## src/rtl/lpdi_params.svh

```systemverilog
`ifndef LPDI_PARAMS_SVH
`define LPDI_PARAMS_SVH

// register offsets (5-bit host address)
`define LPDI_ADDR_W          5
`define LPDI_OFS_SEG7        5'h0e
`define LPDI_OFS_SEG8        5'h0f
`define LPDI_OFS_CTRL        5'h10

// reset values
`define LPDI_RST_SEG7        8'h00
`define LPDI_RST_SEG8        8'h00
`define LPDI_RST_CTRL        8'h00

// segment register fields
`define LPDI_SEG_SIGN_BIT    6
`define LPDI_SEG_MSB         6
`define LPDI_SEG_LSB         0
`define LPDI_SEG_COUNT       8

// control register fields
`define LPDI_CTRL_RAIL_BIT   7
`define LPDI_CTRL_AONES_BIT  6
`define LPDI_CTRL_RXEDGE_BIT 5
`define LPDI_CTRL_TXEDGE_BIT 4
`define LPDI_CTRL_POL_BIT    3
`define LPDI_CTRL_SRST_BIT   0

// timing
`define LPDI_CLK_MHZ         100
`define LPDI_SRST_US         10
`define LPDI_SRST_CYC        (`LPDI_SRST_US * `LPDI_CLK_MHZ)

`endif

```

## src/rtl/lpdi_pkg.sv

```systemverilog
package lpdi_pkg;

  typedef enum logic [1:0] {
    LPDI_SR_IDLE = 2'b00,
    LPDI_SR_WAIT = 2'b01,
    LPDI_SR_FIRE = 2'b10
  } lpdi_srst_state_t;

  typedef logic [7:0] lpdi_reg_t;

endpackage

```

## src/rtl/lpdi_edge_det.sv

```systemverilog
`timescale 1ns/1ps
module lpdi_edge_det #(
  parameter int W = 1
) (
  // clock and reset
  input  wire logic         clk_sys,
  input  wire logic         resetn,
  // sampled level
  input  wire logic [W-1:0] level,
  // edge pulses
  output logic      [W-1:0] rise,
  output logic      [W-1:0] fall
);

  logic [W-1:0] prev_r;
  logic [W-1:0] prev_nxt;

  always_comb begin
    prev_nxt = level;
  end

  always_ff @(posedge clk_sys or negedge resetn) begin
    if (!resetn) begin
      prev_r <= '0;
    end else begin
      prev_r <= prev_nxt;
    end
  end

  assign rise = level & ~prev_r;
  assign fall = ~level & prev_r;

endmodule

```

## src/rtl/lpdi_cfg.sv

```systemverilog
`timescale 1ns/1ps
// Summary of operation
// segment amplitudes used only in arbitrary mode
// pulse split into eight equal segments
// seventh segment amplitude, signed magnitude, bits 6-0
// eighth segment amplitude, signed magnitude, bits 6-0
// bit 7 one single rail, zero dual
// bit 6 sends all ones on signal loss
// bit 5 picks receive output update edge
// bit 4 picks transmit sampling edge
// framer changes data on opposite edge
// bit 3 selects active high or low data
// bit 0 held over 10us resets state
// all bits read/write, reset to zero
// soft reset bit does not self-clear
`include "lpdi_params.svh"
module lpdi_cfg
  import lpdi_pkg::*;
(
  // clock and reset
  input  wire logic                    clk_sys,
  input  wire logic                    resetn,
  // host register port
  input  wire logic [`LPDI_ADDR_W-1:0] reg_addr,
  input  wire logic                    reg_wr_en,
  input  wire logic [7:0]              reg_wr_data,
  input  wire logic                    reg_rd_en,
  output logic      [7:0]              reg_rd_data,
  // pulse shaper timing
  input  wire logic                    arb_pulse_mode,
  input  wire logic                    pulse_start,
  input  wire logic                    seg_tick,
  output logic      [2:0]              seg_index,
  output logic                         seg_active,
  output logic                         seg_amp_valid,
  output logic      [6:0]              seg_amplitude,
  // system transmit pins
  input  wire logic                    xmit_input_clock,
  input  wire logic                    xmit_positive_or_data_in,
  input  wire logic                    xmit_negative_in,
  input  wire logic                    recv_signal_loss,
  output logic                         tx_pos,
  output logic                         tx_neg,
  output logic                         tx_strobe,
  output logic                         tx_all_ones,
  // system receive pins
  input  wire logic                    recv_clock,
  input  wire logic                    recv_pos_in,
  input  wire logic                    recv_neg_in,
  output logic                         recv_pos_out,
  output logic                         recv_neg_out,
  // control state
  output logic                         rail_format_select,
  output logic                         soft_state_reset
);

  localparam logic [10:0] SRST_CYC = 11'(`LPDI_SRST_CYC);

  // registers
  lpdi_reg_t seg7_r, seg7_nxt;
  lpdi_reg_t seg8_r, seg8_nxt;
  lpdi_reg_t ctrl_r, ctrl_nxt;
  lpdi_reg_t rd_r, rd_nxt;

  logic auto_ones_on_signal_loss;
  logic recv_output_edge_select;
  logic xmit_sample_edge_select;
  logic data_polarity_select;
  logic [6:0] seg7_amplitude;
  logic [6:0] seg8_amplitude;

  assign seg7_amplitude           = seg7_r[`LPDI_SEG_MSB:`LPDI_SEG_LSB];
  assign seg8_amplitude           = seg8_r[`LPDI_SEG_MSB:`LPDI_SEG_LSB];
  assign rail_format_select       = ctrl_r[`LPDI_CTRL_RAIL_BIT];
  assign auto_ones_on_signal_loss = ctrl_r[`LPDI_CTRL_AONES_BIT];
  assign recv_output_edge_select  = ctrl_r[`LPDI_CTRL_RXEDGE_BIT];
  assign xmit_sample_edge_select  = ctrl_r[`LPDI_CTRL_TXEDGE_BIT];
  assign data_polarity_select     = ctrl_r[`LPDI_CTRL_POL_BIT];

  always_comb begin
    seg7_nxt = seg7_r;
    seg8_nxt = seg8_r;
    ctrl_nxt = ctrl_r;
    rd_nxt   = rd_r;
    if (reg_wr_en) begin
      // all eight bits stored, reserved ones too; bit 0 stays until rewritten
      case (reg_addr)
        `LPDI_OFS_SEG7: seg7_nxt = reg_wr_data;
        `LPDI_OFS_SEG8: seg8_nxt = reg_wr_data;
        `LPDI_OFS_CTRL: ctrl_nxt = reg_wr_data;
        default: ;
      endcase
    end
    if (reg_rd_en) begin
      case (reg_addr)
        `LPDI_OFS_SEG7: rd_nxt = seg7_r;
        `LPDI_OFS_SEG8: rd_nxt = seg8_r;
        `LPDI_OFS_CTRL: rd_nxt = ctrl_r;
        default:        rd_nxt = 8'h00;
      endcase
    end
  end

  always_ff @(posedge clk_sys or negedge resetn) begin
    if (!resetn) begin
      seg7_r <= `LPDI_RST_SEG7;
      seg8_r <= `LPDI_RST_SEG8;
      ctrl_r <= `LPDI_RST_CTRL;
      rd_r   <= 8'h00;
    end else begin
      seg7_r <= seg7_nxt;
      seg8_r <= seg8_nxt;
      ctrl_r <= ctrl_nxt;
      rd_r   <= rd_nxt;
    end
  end

  assign reg_rd_data = rd_r;

  // soft reset: fires only once the bit has been held past the interval
  lpdi_srst_state_t sr_state_r, sr_state_nxt;
  logic [10:0]      sr_cnt_r, sr_cnt_nxt;
  logic             srst_bit;

  assign srst_bit = ctrl_r[`LPDI_CTRL_SRST_BIT];

  always_comb begin
    sr_state_nxt = sr_state_r;
    sr_cnt_nxt   = sr_cnt_r;
    case (sr_state_r)
      LPDI_SR_IDLE: begin
        sr_cnt_nxt = 11'h000;
        if (srst_bit) begin
          sr_state_nxt = LPDI_SR_WAIT;
          sr_cnt_nxt   = 11'h001;
        end
      end
      LPDI_SR_WAIT: begin
        if (!srst_bit) begin
          sr_state_nxt = LPDI_SR_IDLE;
        end else if (sr_cnt_r == SRST_CYC) begin
          sr_state_nxt = LPDI_SR_FIRE;
        end else begin
          sr_cnt_nxt = sr_cnt_r + 11'h001;
        end
      end
      LPDI_SR_FIRE: begin
        if (!srst_bit) begin
          sr_state_nxt = LPDI_SR_IDLE;
        end
      end
      default: sr_state_nxt = LPDI_SR_IDLE;
    endcase
  end

  always_ff @(posedge clk_sys or negedge resetn) begin
    if (!resetn) begin
      sr_state_r <= LPDI_SR_IDLE;
      sr_cnt_r   <= 11'h000;
    end else begin
      sr_state_r <= sr_state_nxt;
      sr_cnt_r   <= sr_cnt_nxt;
    end
  end

  assign soft_state_reset = (sr_state_r == LPDI_SR_FIRE);

  // arbitrary pulse segment sequencer
  logic [2:0] seg_idx_r, seg_idx_nxt;
  logic       seg_run_r, seg_run_nxt;
  logic       amp_vld_r, amp_vld_nxt;
  logic [6:0] amp_r, amp_nxt;

  always_comb begin
    seg_idx_nxt = seg_idx_r;
    seg_run_nxt = seg_run_r;
    if (soft_state_reset) begin
      seg_idx_nxt = 3'h0;
      seg_run_nxt = 1'b0;
    end else if (pulse_start) begin
      seg_idx_nxt = 3'h0;
      seg_run_nxt = 1'b1;
    end else if (seg_run_r && seg_tick) begin
      // eighth tick ends the master clock period
      if (seg_idx_r == 3'(`LPDI_SEG_COUNT - 1)) begin
        seg_run_nxt = 1'b0;
      end else begin
        seg_idx_nxt = seg_idx_r + 3'h1;
      end
    end
    amp_vld_nxt = 1'b0;
    amp_nxt     = 7'h00;
    // outside arbitrary mode the fixed shapes own the driver
    if (arb_pulse_mode && seg_run_nxt && !soft_state_reset) begin
      case (seg_idx_nxt)
        3'h6: begin
          amp_vld_nxt = 1'b1;
          amp_nxt     = seg7_amplitude;
        end
        3'h7: begin
          amp_vld_nxt = 1'b1;
          amp_nxt     = seg8_amplitude;
        end
        default: ;
      endcase
    end
  end

  always_ff @(posedge clk_sys or negedge resetn) begin
    if (!resetn) begin
      seg_idx_r <= 3'h0;
      seg_run_r <= 1'b0;
      amp_vld_r <= 1'b0;
      amp_r     <= 7'h00;
    end else begin
      seg_idx_r <= seg_idx_nxt;
      seg_run_r <= seg_run_nxt;
      amp_vld_r <= amp_vld_nxt;
      amp_r     <= amp_nxt;
    end
  end

  assign seg_index     = seg_idx_r;
  assign seg_active    = seg_run_r;
  assign seg_amp_valid = amp_vld_r;
  assign seg_amplitude = amp_r;

  // clock edge detection on the two system clocks
  logic [1:0] clk_rise;
  logic [1:0] clk_fall;

  lpdi_edge_det #(
    .W (2)
  ) u_edge (
    .clk_sys (clk_sys),
    .resetn  (resetn),
    .level   ({recv_clock, xmit_input_clock}),
    .rise    (clk_rise),
    .fall    (clk_fall)
  );

  // transmit sampling
  logic tx_pos_r, tx_pos_nxt;
  logic tx_neg_r, tx_neg_nxt;
  logic tx_stb_r, tx_stb_nxt;
  logic tx_ao_r, tx_ao_nxt;
  logic tx_take;
  logic ones_now;

  // relies on the framer changing data on the other edge
  assign tx_take  = xmit_sample_edge_select ? clk_rise[0] : clk_fall[0];
  assign ones_now = auto_ones_on_signal_loss && recv_signal_loss;

  always_comb begin
    tx_pos_nxt = tx_pos_r;
    tx_neg_nxt = tx_neg_r;
    tx_stb_nxt = 1'b0;
    tx_ao_nxt  = ones_now;
    if (soft_state_reset) begin
      tx_pos_nxt = 1'b0;
      tx_neg_nxt = 1'b0;
      tx_ao_nxt  = 1'b0;
    end else if (tx_take) begin
      tx_stb_nxt = 1'b1;
      if (ones_now) begin
        tx_pos_nxt = 1'b1;
        tx_neg_nxt = 1'b0;
      end else begin
        tx_pos_nxt = xmit_positive_or_data_in ^ data_polarity_select;
        // single rail ignores the negative pin
        tx_neg_nxt = rail_format_select ? 1'b0 :
                     (xmit_negative_in ^ data_polarity_select);
      end
    end
  end

  always_ff @(posedge clk_sys or negedge resetn) begin
    if (!resetn) begin
      tx_pos_r <= 1'b0;
      tx_neg_r <= 1'b0;
      tx_stb_r <= 1'b0;
      tx_ao_r  <= 1'b0;
    end else begin
      tx_pos_r <= tx_pos_nxt;
      tx_neg_r <= tx_neg_nxt;
      tx_stb_r <= tx_stb_nxt;
      tx_ao_r  <= tx_ao_nxt;
    end
  end

  assign tx_pos      = tx_pos_r;
  assign tx_neg      = tx_neg_r;
  assign tx_strobe   = tx_stb_r;
  assign tx_all_ones = tx_ao_r;

  // receive output update
  logic rx_pos_r, rx_pos_nxt;
  logic rx_neg_r, rx_neg_nxt;
  logic rx_upd;

  assign rx_upd = recv_output_edge_select ? clk_fall[1] : clk_rise[1];

  always_comb begin
    rx_pos_nxt = rx_pos_r;
    rx_neg_nxt = rx_neg_r;
    if (soft_state_reset) begin
      rx_pos_nxt = data_polarity_select;
      rx_neg_nxt = data_polarity_select;
    end else if (rx_upd) begin
      rx_pos_nxt = recv_pos_in ^ data_polarity_select;
      rx_neg_nxt = rail_format_select ? data_polarity_select :
                   (recv_neg_in ^ data_polarity_select);
    end
  end

  always_ff @(posedge clk_sys or negedge resetn) begin
    if (!resetn) begin
      rx_pos_r <= 1'b0;
      rx_neg_r <= 1'b0;
    end else begin
      rx_pos_r <= rx_pos_nxt;
      rx_neg_r <= rx_neg_nxt;
    end
  end

  assign recv_pos_out = rx_pos_r;
  assign recv_neg_out = rx_neg_r;

endmodule

```

## config.mk

```make
export PLATFORM = sky130hd
export DESIGN_NAME = lpdi_cfg
export DESIGN_NICKNAME = d
export VERILOG_FILES = /design/src/rtl/lpdi_pkg.sv /design/src/rtl/lpdi_edge_det.sv /design/src/rtl/lpdi_cfg.sv
export VERILOG_INCLUDE_DIRS = /design/src /design/src/rtl
export SDC_FILE = /design/constraint.sdc
export NUM_CORES = 1
export LEC_CHECK = 0
export BUFFER_PORTS_ARGS = -buffer_cell sky130_fd_sc_hd__buf_4
export CORE_ASPECT_RATIO = 0.75
export CORE_MARGIN = 1.5
export CORE_UTILIZATION = 59
export CTS_BUF_LIST = sky130_fd_sc_hd__clkbuf_16
export CTS_CLUSTER_SIZE = 14
export DETAILED_ROUTE_END_ITERATION = 10
export GPL_ROUTABILITY_DRIVEN = 1
export PLACE_DENSITY = 0.86
export SETUP_SLACK_MARGIN = 0.5
export SLEW_MARGIN = 0
export SYNTH_ARGS = -nofsm -noshare
export SYNTH_HDL_FRONTEND = slang
export SYNTH_SLANG_ARGS = --single-unit
```

## constraint.sdc

```tcl
create_clock -name clk_sys -period 3.12 [get_ports clk_sys]
set_clock_uncertainty 0.2 [all_clocks]
set_input_delay 0.156 -clock clk_sys [delete_from_list [all_inputs] [get_ports clk_sys]]
set_output_delay 0.156 -clock clk_sys [all_outputs]
set_load 0.02 [all_outputs]
```

==> metrics.txt <==
via count=2,455; CP required=3140 ps; pwr dens=roughly 610 nW/um^2; die area=5720 sq um; post-cts resize count=0; Final Worst Setup Slack=842 ps; CTS tree=done; Yosys reg bits=65; Final Setup Violations=0; area delta synth->final=28.3%; Post-Layout Cell Count=429; critical path capture point type=flop; Cells after Synth=282; crit path time final=2280 ps; maximum VDD drop=385 uV; Leak=0.00185 uW; setup slack, reg-to-reg=840 ps; simple-gate share of the synthesized area=18.2%; Worst Max-Slew Pin Slew=791 ps; Reg area=1630 sq um; Post-Synthesis Cell Area=~3100 sq um; H-tree depth=3; Core Util, Final=80.1%; CTS Buffer Depth=2; final RePlAce weighted congestion=0.874; first-pass GRT wire length=11,500 microns; worst min path class=input pin to flop; Fin Setup TNS=0 ps; row count=22; Clock Pin Slew Worst Setup and Hold Paths=50 ps; f_max=439 MHz; CP endpoint=seg_amplitude[1]$_DFF_PN0_; Routed Antenna Nets=0; Crit Path Max Fanout=7; largest net degree at the start of global routing=66; Synth Area in Adders=1.21%; drt wl/cell=17.0 microns; Area after DPL=between 3000 and 4000 sq um; asr flop ratio synth=100%; Ys Warns=0; status=complete, no violations; worst flop-to-flop path startpoint=seg_index[0]$_DFF_PN0_; Net count, final=~380; final wirelength=7280 microns; cell at the root of the clock tree=clkbuf_16; antenna cell count=0; multiplexer share of the synthesized area=a little under an eighth; gr ovfl total=0; Pre-antenna DRT Iters=4; Sink Count=65; WS Path Type=flop to flop; Post-Syn Area per Cell=between 10 and 15 sq um; slew margin rel.=45.7%; Startpoint Class=flop; GRT Overall Usage=27.3%; number of remaining DRC errors=0; starting density of the core=62.4%; post-place setup slack=913 ps; DP HPWL=4910 microns; Core Area=about 5000 sq um; Fill cells=313; FF-to-FF End=seg_amplitude[1]$_DFF_PN0_; # port buffers=54; CTS Buf Count=9; post-synth top area cell=dfrtp_1; DR vias/cell=roughly 5.7; register area share after synthesis=a little over half; vias in the first global route=2,429; share of cells above drive strength 1=27.7%; Post-Synth XOR/XNOR Area=2.82%; R2R depth=5; worst skew pair latency=330 ps; drt initial violations=228; Critical path origin=seg_index[0]$_DFF_PN0_; die height=about 66 microns; # IOs=55; Finished Cell Area=roughly 4000 sq um; Inst Count DP=398; die width=between 80 and 90 microns; RSZ-0062 raised after global routing=false; WP data arrival=2300 ps; largest family of logic cells by synthesized area=simple AND/OR/NAND/NOR gates; Synth cell types=50; period utilization=between 70% and 80%; synth top area cells=dfrtp_1 52%, mux2_2 9.1%, nor2_1 4.1%, a21oi_1 3.5%, mux2i_1 2.9%; post-synthesis compound-gate area fraction=a little over a tenth; initial antenna violation count=0; Mapped Nets=312; Yosys top cell area share=a little over half; Slew Limit Fails=0; Max-Cap Viols=0; setup bufs post-CTS=0; footprint of the multi-input gates=1400 sq um; predominant post-synthesis flop cell=dfrtp_1; Post-synth EDFFs=0; Fin. Hold Viols=0
==> sequential cells by signal (all words and copies together) (netlist names) <==
register / count
tx_neg: 1
seg_amp_valid: 1
sr_state_r: 2
seg_index: 3
seg7_r: 8
seg8_r: 8
reg_rd_data: 8
tx_strobe: 1
tx_pos: 1
seg_amplitude: 7
recv_neg_out: 1
tx_all_ones: 1
u_edge.prev_r: 2
ctrl_r: 8
recv_pos_out: 1
seg_active: 1
sr_cnt_r: 11
==> worst max-delay path, stage by stage (launching register included) <==
cell and delay (ps):
dfrtp_1 440, ha_1 260, and2_1 210, nor3_1 600, o21ai_0 180, a211oi_1 290
==> routing by layer <==
metal / track usage [%] / up-vias / wire length [microns]
li1: - / 1166 / -
met5: 0 / - / 0
met1: 36.3 / 1193 / 3310
met4: 10.7 / 0 / 104
met2: 43.0 / 85 / 3460
met3: 7.12 / 11 / 407
==> metrics by stage <==
step	hold WS (ps)	total power [uW]
after detailed placement	92.3	1470
after global placement	89.0	1450
final	73.3	2430
after CTS	71.0	2430
after floorplan	-340	1310
after global routing	93.4	2520
==> cells in the final DEF (no fill, tap or decap), types with 2 or more instances in the layout <==
master and n:
inv_1 6, nand2b_1 2, o21ai_0 12, dlygate4sd3_1 16, o21a_1 2, and2_1 2
nor2b_1 4, mux2i_1 9, nand3_1 10, xnor2_1 5, xor2_1 5, nor3_1 5
nor2_1 34, a31oi_1 3, clkbuf_16 9, a21oi_1 22, and4_1 3, clkinv_2 2
nand2_1 10, o21ai_1 2, buf_4 55, a22o_1 2, nand3_2 2, a211oi_1 8
mux2_2 25, nor4_1 2, or3_1 3, nand4_1 3, dfrtp_1 65, nor3b_1 3
and3b_1 2, ha_1 3, nand3b_1 2, clkinv_1 2
==> area by class of cell <==
cell class | instances | area share (%)
clock buffers | 9 | 5.65
clock inverters | 6 | 1.29
inverters | 5 | 0.471
multi-input cells | 201 | 35.2
flip-flops and latches | 65 | 40.8
well taps | 72 | 2.26
repair buffers | 71 | 14.4
==> timing repair <==
| action | in CTS | in global routing |
|---|---|---|
| hold endpoints to repair | 104 | 0 |
| setup endpoints to repair | 0 | 0 |
| hold buffers | 16 | 0 |
==> cells by family after synthesis <==
kind of cell | Yosys count
flops | 65
mux | 34
fa+ha+maj | 3
xor+xnor | 10
compound gates | 57
buf+inv | 16
simple gates | 97
==> report_power, final <==
group / switching (uW) / internal [uW] / total (uW)
registers: 115 / 948 / 1060
clock network: 339 / 601 / 941
logic: 215 / 208 / 423
total: 669 / 1760 / 2430
==> worst min-delay path by stage <==
stage | startpoint | endpoint | slack (ps) | cells past startpoint
2_1_floorplan | resetn | ctrl_r[0]$_DFFE_PN0P_ | -340 | 0
5_1_grt | reg_wr_en | ctrl_r[3]$_DFFE_PN0P_ | 90 | 3
3_3_place_gp | recv_clock | u_edge.prev_r[1]$_DFF_PN0_ | 90 | 1
6_report | recv_pos_in | recv_pos_out$_DFFE_PN0P_ | 70 | 4
3_5_place_dp | resetn | recv_pos_out$_DFFE_PN0P_ | 90 | 1
4_1_cts | recv_pos_in | recv_pos_out$_DFFE_PN0P_ | 70 | 4
==> cell usage after synthesis, types with 2 or more instances <==
| master | count |
|---|---|
| dfrtp_1 | 65 |
| nor2_1 | 34 |
| mux2_2 | 25 |
| a21oi_1 | 22 |
| o21ai_0 | 12 |
| nand2_1 | 10 |
| nand3_1 | 10 |
| mux2i_1 | 9 |
| a211oi_1 | 8 |
| clkbuf_1 | 5 |
| inv_1 | 5 |
| nor3_1 | 5 |
| xnor2_1 | 5 |
| xor2_1 | 5 |
| nor2b_1 | 4 |
| a31oi_1 | 3 |
| and4_1 | 3 |
| buf_2 | 3 |
| ha_1 | 3 |
| nand4_1 | 3 |
| nor3b_1 | 3 |
| or3_1 | 3 |
| a22o_1 | 2 |
| and2_1 | 2 |
| and3b_1 | 2 |
| nand2b_1 | 2 |
| nand3_2 | 2 |
| nand3b_1 | 2 |
| nor4_1 | 2 |
| o21a_1 | 2 |
| o21ai_1 | 2 |
Power figures use the tool's default switching activity.
